<file path="config.mk">
export PLATFORM = sky130hd
export DESIGN_NAME = bper_top
export DESIGN_NICKNAME = d
export VERILOG_FILES = /design/src/verilog/bper_pkg.sv /design/src/verilog/bper_top.sv
export VERILOG_INCLUDE_DIRS = /design/src /design/src/verilog
export SDC_FILE = /design/constraint.sdc
export NUM_CORES = 1
export LEC_CHECK = 0
export BUFFER_PORTS_ARGS = -buffer_cell sky130_fd_sc_hd__buf_4
export CORE_ASPECT_RATIO = 0.9
export CORE_MARGIN = 4
export CORE_UTILIZATION = 50
export DETAILED_ROUTE_END_ITERATION = 10
export PLACE_DENSITY = 0.78
export SLEW_MARGIN = 20
export SYNTH_ARGS = -nofsm -noshare
export SYNTH_HDL_FRONTEND = slang
export SYNTH_SLANG_ARGS = --single-unit
</file>
<file path="constraint.sdc">
create_clock -name hclk -period 6.35 [get_ports hclk]
set_clock_uncertainty 0.2 [all_clocks]
set_input_delay 1.27 -clock hclk [delete_from_list [all_inputs] [get_ports hclk]]
set_output_delay 1.27 -clock hclk [all_outputs]
set_load 0.02 [all_outputs]
</file>
<file path="src/verilog/bper_map.svh">
`ifndef BPER_MAP_SVH
`define BPER_MAP_SVH

// Register indices; the byte address is four times the index.
`define BPER_IDX_RESP0 8'hdd
`define BPER_IDX_RESP1 8'he5
`define BPER_IDX_SEL0 8'h40
`define BPER_IDX_SEL1 8'h41
`define BPER_IDX_STAT 8'h42
`define BPER_IDX_MASK 8'h43
`define BPER_IDX_CNT0L 8'h44
`define BPER_IDX_CNT0H 8'h45
`define BPER_IDX_CNT1L 8'h46
`define BPER_IDX_CNT1H 8'h47

// Byte addresses within the low 12 bits of haddr.
`define BPER_ADDR(idx) {2'h0, idx, 2'h0}
`define BPER_ADDR_NONE 12'hfff

// Response configuration fields.
`define BPER_RESP_IRQ_HI 7
`define BPER_RESP_IRQ_LO 6
`define BPER_RESP_PIN_HI 5
`define BPER_RESP_PIN_LO 4
`define BPER_RESP_RESET 8'h00

// Event select fields.
`define BPER_SEL_CODE_HI 5
`define BPER_SEL_DATA_BIT 6
`define BPER_SEL_RESET 7'h00

// Interrupt mask and status resets.
`define BPER_MASK_RESET 2'h3
`define BPER_STAT_RESET 2'h0

`endif

</file>
<file path="src/verilog/bper_pkg.sv">
package bper_pkg;

   // Action taken by the pin and interrupt fields of a response register.
   typedef enum logic [1:0] {
      RESP_NEVER = 2'b00,
      RESP_RSVD = 2'b01,
      RESP_ON_EVENT = 2'b10,
      RESP_ON_OVF = 2'b11
   } bper_resp_mode_t;

   // Event selection codes; every other code is reserved.
   typedef enum logic [5:0] {
      EV_MEM_RD_CMD = 6'h0e,
      EV_MEM_WR_CMD = 6'h0f,
      EV_ANY_BUS = 6'h10,
      EV_ANY_MEM = 6'h11,
      EV_ANY_MEM_RD = 6'h12,
      EV_ANY_MEM_WR = 6'h13,
      EV_ANY_IO = 6'h14,
      EV_ANY_IO_MEM = 6'h15,
      EV_ANY_IO_MEM_RD = 6'h16,
      EV_ANY_IO_MEM_WR = 6'h17,
      EV_SNOOP_CLEAN = 6'h18,
      EV_SNOOP_MOD = 6'h19,
      EV_RETRY = 6'h1a,
      EV_DEFER = 6'h1b,
      EV_BLOCK_NEXT = 6'h1c,
      EV_PRIO_AGENT = 6'h1d,
      EV_LOCK = 6'h1e,
      EV_SIG_RSVD = 6'h1f,
      EV_BANK_IDLE = 6'h20,
      EV_ROW_PRECHARGE = 6'h21,
      EV_ADDR_WAIT = 6'h22,
      EV_PAGE_HIT = 6'h23
   } bper_event_code_t;

endpackage : bper_pkg

</file>
<file path="src/verilog/bper_top.sv">
// Decided for this implementation: the AHB-Lite register port.
`timescale 1ns/1ps
`include "bper_map.svh"

module bper_top #(
   parameter int CNT_W = 40
) (
   input wire logic hclk,
   input wire logic hresetn,
   input wire logic hsel,
   input wire logic [31:0] haddr,
   input wire logic [1:0] htrans,
   input wire logic hwrite,
   input wire logic [2:0] hsize,
   input wire logic [31:0] hwdata,
   input wire logic hready,
   output logic [31:0] hrdata,
   output logic hreadyout,
   output logic hresp,
   input wire logic txn_valid,
   input wire logic txn_mem,
   input wire logic txn_io,
   input wire logic txn_write,
   input wire logic data_beat,
   input wire logic snoop_clean_signal,
   input wire logic snoop_modified_signal,
   input wire logic retry_signal,
   input wire logic defer_signal,
   input wire logic block_next_request_signal,
   input wire logic priority_agent_request_signal,
   input wire logic lock_signal,
   input wire logic bank_idle_event,
   input wire logic row_precharge_wait_event,
   input wire logic address_wait_event,
   input wire logic open_page_hit_event,
   output logic monitor_pin_0,
   output logic monitor_pin_1,
   output logic interrupt_request_pin_n
);

   localparam logic [11:0] ADDR_RESP [2] = '{`BPER_ADDR(`BPER_IDX_RESP0),
                                              `BPER_ADDR(`BPER_IDX_RESP1)};
   localparam logic [11:0] ADDR_SEL [2] = '{`BPER_ADDR(`BPER_IDX_SEL0),
                                             `BPER_ADDR(`BPER_IDX_SEL1)};
   localparam logic [11:0] ADDR_CNTL [2] = '{`BPER_ADDR(`BPER_IDX_CNT0L),
                                              `BPER_ADDR(`BPER_IDX_CNT1L)};
   localparam logic [11:0] ADDR_CNTH [2] = '{`BPER_ADDR(`BPER_IDX_CNT0H),
                                              `BPER_ADDR(`BPER_IDX_CNT1H)};
   localparam logic [11:0] ADDR_STAT = `BPER_ADDR(`BPER_IDX_STAT);
   localparam logic [11:0] ADDR_MASK = `BPER_ADDR(`BPER_IDX_MASK);

   logic [7:0] resp_reg [2];
   logic [6:0] sel_reg [2];
   logic [CNT_W-1:0] cnt_reg [2];
   logic [1:0] ovf_reg;
   logic [1:0] pin_reg;
   logic [1:0] stat_reg;
   logic [1:0] mask_reg;
   logic irq_n_reg;
   logic wr_pend_reg;
   logic [11:0] wr_addr_reg;
   logic [31:0] rdata_reg;
   logic [1:0] evt;
   logic [1:0] cause;
   logic [1:0] stat_clr;
   logic [31:0] rd_data;
   logic addr_phase;
   logic [11:0] addr_dec;

   // A transfer is taken when selected, ready and NONSEQ or SEQ (htrans[1] set); the upper
   // address bits must be zero or the access counts as unmapped.
   assign addr_phase = hsel && hready && htrans[1];
   assign addr_dec = (haddr[31:12] == 20'h0) ? haddr[11:0] : `BPER_ADDR_NONE;

   // Writes complete in the data phase, so the address phase is stored.
   always_ff @(posedge hclk or negedge hresetn) begin
      if (!hresetn) begin
         wr_pend_reg <= 1'b0;
         wr_addr_reg <= `BPER_ADDR_NONE;
      end else begin
         wr_pend_reg <= addr_phase && hwrite;
         wr_addr_reg <= addr_dec;
      end
   end

   // The slave never stalls and never errors, so both stay constant flops.
   always_ff @(posedge hclk or negedge hresetn) begin
      if (!hresetn) begin
         hreadyout <= 1'b1;
         hresp <= 1'b0;
      end else begin
         hreadyout <= 1'b1;
         hresp <= 1'b0;
      end
   end

   // Event decode: each counter matches its own selected code.
   always_comb begin
      for (int i = 0; i < 2; i++) begin
         logic m;
         logic txn_kind;
         m = 1'b0;
         txn_kind = 1'b0;
         case (sel_reg[i][`BPER_SEL_CODE_HI:0])
            bper_pkg::EV_MEM_RD_CMD: begin
               txn_kind = 1'b1;
               m = txn_valid && txn_mem && !txn_write;
            end
            bper_pkg::EV_MEM_WR_CMD: begin
               txn_kind = 1'b1;
               m = txn_valid && txn_mem && txn_write;
            end
            bper_pkg::EV_ANY_BUS: begin
               txn_kind = 1'b1;
               m = txn_valid;
            end
            bper_pkg::EV_ANY_MEM: begin
               txn_kind = 1'b1;
               m = txn_valid && txn_mem;
            end
            bper_pkg::EV_ANY_MEM_RD: begin
               txn_kind = 1'b1;
               m = txn_valid && txn_mem && !txn_write;
            end
            bper_pkg::EV_ANY_MEM_WR: begin
               txn_kind = 1'b1;
               m = txn_valid && txn_mem && txn_write;
            end
            bper_pkg::EV_ANY_IO: begin
               txn_kind = 1'b1;
               m = txn_valid && txn_io;
            end
            bper_pkg::EV_ANY_IO_MEM: begin
               txn_kind = 1'b1;
               m = txn_valid && (txn_io || txn_mem);
            end
            bper_pkg::EV_ANY_IO_MEM_RD: begin
               txn_kind = 1'b1;
               m = txn_valid && (txn_io || txn_mem) && !txn_write;
            end
            bper_pkg::EV_ANY_IO_MEM_WR: begin
               txn_kind = 1'b1;
               m = txn_valid && (txn_io || txn_mem) && txn_write;
            end
            bper_pkg::EV_SNOOP_CLEAN: m = snoop_clean_signal;
            bper_pkg::EV_SNOOP_MOD: m = snoop_modified_signal;
            bper_pkg::EV_RETRY: m = retry_signal;
            bper_pkg::EV_DEFER: m = defer_signal;
            bper_pkg::EV_BLOCK_NEXT: m = block_next_request_signal;
            bper_pkg::EV_PRIO_AGENT: m = priority_agent_request_signal;
            bper_pkg::EV_LOCK: m = lock_signal;
            bper_pkg::EV_BANK_IDLE: m = bank_idle_event;
            bper_pkg::EV_ROW_PRECHARGE: m = row_precharge_wait_event;
            bper_pkg::EV_ADDR_WAIT: m = address_wait_event;
            bper_pkg::EV_PAGE_HIT: m = open_page_hit_event;
            default: m = 1'b0;
         endcase
         // Data-cycle mode only gates transaction events; signal and memory
         // events keep counting occurrences and no qualifiers are applied.
         if (sel_reg[i][`BPER_SEL_DATA_BIT] && txn_kind) begin
            evt[i] = m && data_beat;
         end else begin
            evt[i] = m;
         end
      end
   end

   // Per-counter configuration, counting and response logic.
   for (genvar i = 0; i < 2; i++) begin : g_ctr
      logic wr_resp;
      logic wr_sel;
      logic wr_lo;
      logic wr_hi;
      bper_pkg::bper_resp_mode_t pin_mode;
      bper_pkg::bper_resp_mode_t irq_mode;

      assign wr_resp = wr_pend_reg && (wr_addr_reg == ADDR_RESP[i]);
      assign wr_sel = wr_pend_reg && (wr_addr_reg == ADDR_SEL[i]);
      assign wr_lo = wr_pend_reg && (wr_addr_reg == ADDR_CNTL[i]);
      assign wr_hi = wr_pend_reg && (wr_addr_reg == ADDR_CNTH[i]);
      // Only bits 7:4 are decoded; bits 3:0 are just storage.
      assign pin_mode = bper_pkg::bper_resp_mode_t'(
         resp_reg[i][`BPER_RESP_PIN_HI:`BPER_RESP_PIN_LO]);
      assign irq_mode = bper_pkg::bper_resp_mode_t'(
         resp_reg[i][`BPER_RESP_IRQ_HI:`BPER_RESP_IRQ_LO]);

      // Response and select registers, both cleared by reset.
      always_ff @(posedge hclk or negedge hresetn) begin
         if (!hresetn) begin
            resp_reg[i] <= `BPER_RESP_RESET;
            sel_reg[i] <= `BPER_SEL_RESET;
         end else begin
            if (wr_resp) begin
               resp_reg[i] <= hwdata[7:0];
            end
            if (wr_sel) begin
               sel_reg[i] <= hwdata[6:0];
            end
         end
      end

      // Counter; a software write wins over a same-cycle count.
      always_ff @(posedge hclk or negedge hresetn) begin
         if (!hresetn) begin
            cnt_reg[i] <= '0;
            ovf_reg[i] <= 1'b0;
         end else begin
            ovf_reg[i] <= evt[i] && (&cnt_reg[i]) && !wr_lo && !wr_hi;
            if (wr_lo) begin
               cnt_reg[i][31:0] <= hwdata;
            end else if (wr_hi) begin
               cnt_reg[i][CNT_W-1:32] <= hwdata[CNT_W-33:0];
            end else if (evt[i]) begin
               cnt_reg[i] <= cnt_reg[i] + 1'b1;
            end
         end
      end

      // Each monitor pin follows only its own counter's event or overflow.
      always_ff @(posedge hclk or negedge hresetn) begin
         if (!hresetn) begin
            pin_reg[i] <= 1'b0;
         end else begin
            case (pin_mode)
               bper_pkg::RESP_ON_EVENT: pin_reg[i] <= evt[i];
               bper_pkg::RESP_ON_OVF: pin_reg[i] <= ovf_reg[i];
               default: pin_reg[i] <= 1'b0;
            endcase
         end
      end

      // Interrupt cause for this counter.
      always_comb begin
         case (irq_mode)
            bper_pkg::RESP_ON_EVENT: cause[i] = evt[i];
            bper_pkg::RESP_ON_OVF: cause[i] = ovf_reg[i];
            default: cause[i] = 1'b0;
         endcase
      end
   end

   assign stat_clr = (wr_pend_reg && (wr_addr_reg == ADDR_STAT)) ?
                     hwdata[1:0] : 2'h0;

   // Sticky status: writing one clears, a same-cycle cause wins.
   always_ff @(posedge hclk or negedge hresetn) begin
      if (!hresetn) begin
         stat_reg <= `BPER_STAT_RESET;
      end else begin
         stat_reg <= (stat_reg & ~stat_clr) | cause;
      end
   end

   // Interrupt mask, same layout as status.
   always_ff @(posedge hclk or negedge hresetn) begin
      if (!hresetn) begin
         mask_reg <= `BPER_MASK_RESET;
      end else if (wr_pend_reg && (wr_addr_reg == ADDR_MASK)) begin
         mask_reg <= hwdata[1:0];
      end
   end

   // Interrupt request is low while any unmasked status bit is set.
   always_ff @(posedge hclk or negedge hresetn) begin
      if (!hresetn) begin
         irq_n_reg <= 1'b1;
      end else begin
         irq_n_reg <= ~|(stat_reg & mask_reg);
      end
   end

   // Read mux; unmapped addresses read as zero.
   always_comb begin
      rd_data = 32'h0;
      case (addr_dec)
         ADDR_RESP[0]: rd_data = {24'h0, resp_reg[0]};
         ADDR_RESP[1]: rd_data = {24'h0, resp_reg[1]};
         ADDR_SEL[0]: rd_data = {25'h0, sel_reg[0]};
         ADDR_SEL[1]: rd_data = {25'h0, sel_reg[1]};
         ADDR_STAT: rd_data = {30'h0, stat_reg};
         ADDR_MASK: rd_data = {30'h0, mask_reg};
         ADDR_CNTL[0]: rd_data = cnt_reg[0][31:0];
         ADDR_CNTL[1]: rd_data = cnt_reg[1][31:0];
         ADDR_CNTH[0]: rd_data = 32'(cnt_reg[0][CNT_W-1:32]);
         ADDR_CNTH[1]: rd_data = 32'(cnt_reg[1][CNT_W-1:32]);
         default: rd_data = 32'h0;
      endcase
   end

   // Read data is captured at the address phase and shown in the data phase.
   always_ff @(posedge hclk or negedge hresetn) begin
      if (!hresetn) begin
         rdata_reg <= 32'h0;
      end else if (addr_phase && !hwrite) begin
         rdata_reg <= rd_data;
      end
   end

   assign hrdata = rdata_reg;
   assign monitor_pin_0 = pin_reg[0];
   assign monitor_pin_1 = pin_reg[1];
   assign interrupt_request_pin_n = irq_n_reg;
endmodule : bper_top

</file>
* Yosys cells after proc, flatten, opt, wreduce, memory -nomap -nowiden
Cells that the tools add are included.
** Word-level totals
- Logic and storage cells :: 176
- Register bits after elaboration :: 164
- Output and inout port bits :: 37
** Operators by class
- Add/subtract/negate cells :: 2
- Bitwise operators :: 6
- Muxes and demuxes :: 21
- Reductions and logical operators :: 57
- Equality and inequality tests :: 72
** Operators with widths (number)
- 32-bit case mux with 10 select lines :: 1
- 12-bit by 9-bit equality test with 1-bit output (second input constant) :: 16
- 6-bit by 5-bit equality test with 1-bit output (second input constant) :: 30
- 32-bit two-way mux :: 4
- 40-bit by 1-bit adder with 40-bit output (second input constant) :: 2
- 40-bit two-way mux :: 2
- 40-bit AND reduction :: 2
- 12-bit by 10-bit equality test with 1-bit output (second input constant) :: 4
- 6-bit equality test (second input constant) :: 8
- 1-bit case mux with 19 select lines :: 2
- 1-bit logical AND :: 31
- 6-bit by 4-bit equality test with 1-bit output (second input constant) :: 4
- 20-bit zero test :: 1
- 10-bit OR reduction :: 2
- 2-bit equality test (second input constant) :: 8
- 8-bit two-way mux :: 2
- 12-bit two-way mux :: 1
- 2-bit OR reduction :: 5
- 1-bit case mux with 2 select lines :: 4
- 2-bit AND reduction :: 4
- 2-bit nonzero test :: 4
- 1-bit zero test :: 7
- 2-bit AND :: 2
- 1-bit two-way mux :: 4
- 6 further kinds :: 8

* Longest topological paths before layout
- Word-level depth :: 9
- Gate-level depth with buffers :: 11

* Worst setup path after synthesis
No wires, ideal clock.
- Kind :: input to register
- From :: in haddr[26]
- To :: reg rdata_reg[2], in the netlist hrdata[2]
- Stages on the path :: 9
- Path slack :: 2.995 ns
- Required time :: 6.064 ns
- Arrival :: 3.069 ns
- Cells stage by stage :: nor4_1 > nand3_1 > nor3_2 > and4_1 > buf_2 > a211oi_1 > or2_1 > clkbuf_1 > a32oi_1
** Between the ends
- Longest elaborated chain between the ends :: 4
- Elaborated cells between the ends (all ways) :: 13
- Classes of those cells :: 10 x eq/ne; 2 x mux; 1 x reduce/logical
** RTL lines
- from (decl) :: line bper_top.sv:11 : input wire logic [31:0] haddr,
- 20-bit zero test (*) :: line bper_top.sv:73 : assign addr_dec = (haddr[31:12] == 20'h0) ? haddr[11:0] : `BPER_ADDR_NONE;
- 12-bit two-way mux (no line) (*)
- 12-bit by 9-bit equality test with 1-bit output / 12-bit by 10-bit equality test with 1-bit output (equally long branches) :: line bper_top.sv:275 : case (addr_dec)
- 32-bit case mux with 10 select lines (*) :: line bper_top.sv:275
- to (signal assigned) :: line bper_top.sv:295 : rdata_reg <= rd_data;
- to (decl) :: line bper_top.sv:62 : logic [31:0] rdata_reg;
Mark *: on every way between the ends. The rest lies on a longest branch, timed or not.
A chain may end at the register's enable or synchronous reset.

* Worst setup path in the final report
- From :: in txn_write
- To :: reg cnt_reg[52] (netlist bit)
** Between the ends
- Longest elaborated chain between the ends :: 7
- Elaborated cells between the ends (all ways) :: 10
- Classes of those cells :: 2 x mux; 8 x reduce/logical
** RTL lines
- from (decl) :: line bper_top.sv:23 : input wire logic txn_write,
- 1-bit zero test :: line bper_top.sv:107, bper_top.sv:123, bper_top.sv:139
- 1-bit logical AND (on tied branches) :: line bper_top.sv:139, bper_top.sv:107, bper_top.sv:123
- 1-bit case mux with 19 select lines (*) :: line bper_top.sv:104 : case (sel_reg[i][`BPER_SEL_CODE_HI:0])
- 1-bit logical AND :: line bper_top.sv:161 : evt[i] = m && data_beat;
- 1-bit two-way mux (*) :: line bper_top.sv:160 : if (sel_reg[i][`BPER_SEL_DATA_BIT] && txn_kind) begin
- 2-bit nonzero test (no line) (*)
- 2-bit AND reduction (no line) (*)
- to (signal, indexed assignment) :: line bper_top.sv:210 : cnt_reg[i][31:0] <= hwdata;
- to (signal, indexed assignment) :: line bper_top.sv:212 : cnt_reg[i][CNT_W-1:32] <= hwdata[CNT_W-33:0];
- to (signal, indexed assignment) :: line bper_top.sv:214 : cnt_reg[i] <= cnt_reg[i] + 1'b1;
- to (decl) :: line bper_top.sv:54 : logic [CNT_W-1:0] cnt_reg [2];
Marks and branches as above.

==> flow_summary.toml <==
[run_status]
status = "finished, final reports clean"

[power_and_ir_drop]
max-vdd-ir-drop_uv = 183.6
power_density_nw_per_um2 = 220.1
p_leak_nw = 4.450

[worst_setup_path]
critical_path_class = "in2reg"
regToRegStartpoint = "sel_reg[8]"
crit_arrival_ps = 4180
critical_path.startpoint = "txn_write"
cp.required_ps = 6440
critical_path.max_fanout = 25
startpoint_type = "primary input"
end_kind = "register"

[routing]
post-route-drc-count = 0
routedWlPerCell_microns = 19.94
drt_first_pass_iters = 6
drt_iter0_markers = 1035
drt-vias-per-instance = 6.171
ant_nets = 0
vias = 8417
wirelength_mm = 27.20

[grt]
grt_pass1_wl_mm = 43.24
grt_max_degree = 115
grt_overflow_total = 0
antenna_found_initial = 0
grt_pass1_vias = 8270
track_usage_pct = 25.73

[clock_tree]
clk_pin_slew_ps = 60
cts_sinks = 164
htreeDepth = 4
cts_tree = "yes"
clock-root-buffer = "clkbuf_16"
cts_resized = 0
clockBufferDepth = 2
insertion_delay_ps = 440
cts_buffers = 17
postCtsSetupRepairBufs = 0
cts_hold_buf = 0

[logic_synthesis]
synth_area_per_cell_sq_um = 9.103
synth_ff_type = "dfrtp_1"
postSynthCellCount = 1030
synthArstFlopShare_pct = 100.0
synth_top_area_share_pct = 39.77
synth_area_leaders = "dfrtp_1 40%, nand2_1 6.3%, o21ai_0 4.9%"
synthesis.nets = 1122
synth-edff-count = 0
synthesis.area_sq_um = 9376
ys_ff_latch = 164
ys_seq_area_share_pct = 43.97
synth_largest_area_cell = "dfrtp_1"
synth_cell_type_count = 70
synth_warnings = 0

[timing]
slew_headroom_pct = 21.95
slew_violations = 0
setup_viol = 0
worst_slew_pin_slew_ps = 1170
hold_viol_final = 0
tns_ps = 0
layout_min_cycle_time_ps = 4087
rsz0062_at_grt = "false"
fin_crit_sh_pct = 64.36
clock.fmax_ghz = 0.2447

[finish]
seqCellArea_sq_um = 4123
multi_input_area_sq_um = 4926
n_antenna_cell = 0
stdcell_area_sq_um = 10950
drive_gt1_share_pct = 19.57
fillers = 1531
finish.utilization_pct = 59.51
layout.nets = 1201
most-common-layout-cells = "158 x nand2_1, 149 x dfrtp_1, 125 x buf_4"
final_common_cell = "nand2_1"
layout-area-overhead-vs-synth_pct = 16.81
largest_register_ffs = 80

[die]
fp.dieH_microns = 137.9
die_area_sq_um = 21010
std_cell_rows = 47
top_level_ports = 127
core_sq_um = 18410
start_util_pct = 50.94
fp.dieW_microns = 152.4

[flow_run]
maxCapViolCount = 0

[placed_design]
place_area_sq_um = 10350
hpwl_mm = 18.67
place_congestion = 0.8971
port_buffers = 120

[hold_path]
hp-class = "reg2reg"
min-delay-start = "hrdata[7]"
## per-stage QoR
step	power, mW	setup slack (ps)	hold WS (ps)	cells
floorplan	1.250	2995	209.7	1030
global placement	1.361	1914	264.0	1335
detailed placement	1.368	1915	272.2	1335
CTS	2.410	2342	285.7	1364
global route	2.487	2158	308.3	1364
finish	2.411	2263	279.1	1364
## final timing paths
path	cells past startpoint	slack, ps	endpoint
hold / removal	2	280	hrdata[7]
min in group asynchronous	1	730	hrdata[23]
max in group asynchronous	2	4020	hrdata[7]
setup / recovery	9	2260	cnt_reg[52]
hold reg to reg	2	280	hrdata[7]
setup reg to reg	8	2570	cnt_reg[52]
## routing by layer
layer	share of wire [%]	track usage, %
met5	0	0
met4	3.0	10.38
met3	8.9	7.207
met2	45	39.81
met1	43	34.58
## report_power, final
group | switching (mW) | total (mW) | leakage (nW) | internal, mW
clock network | 0.417 | 1.06 | 0.283 | 0.641
registers | 0.0503 | 1.13 | 2.14 | 1.08
logic | 0.120 | 0.221 | 2.03 | 0.101
## cells in the mapped netlist (all sizes together), types with 8 or more instances
cell	count
nand2	159
dfrtp	149
o21ai	102
nor2	56
xnor2	46
mux2i	43
nand3	43
clkbuf	41
nor3	38
mux2	36
or3	30
nand4	27
and3	26
buf	25
xor2	20
a21oi	16
nor4	16
dfstp	15
inv	13
a31oi	10
a22oi	9
and2	9
nor2b	9
and4	8
## area by class of cell
cell class,instances,area share [%]
Sequential cell,164,37.64
Inverter,13,0.4455
Timing Repair Buffer,126,8.693
Clock buffer,20,4.261
Multi-Input combinational cell,787,44.97
Tap cell,245,2.799
Clock inverter,9,1.188
## worst max-delay path: stages
cell     delay [ps]
buf_4           130
xnor2_1         180
nand3_1         100
a211o_1         310
a41oi_2         660
nand2_2         580
or4_1           700
xor2_1          150
o21ai_1          70
## logic make-up after synthesis
family	synth area share (%)
AO/OA/AOI/OAI	12.05
XOR/XNOR	6.165
adder cells (fa/ha/maj)	0.2668
buffers and inverters	3.603
flip-flops	43.97
multiplexers	9.634
other	0.08009
AND/OR/NAND/NOR	24.23
No activity file was read; power rests on OpenSTA's default activity.
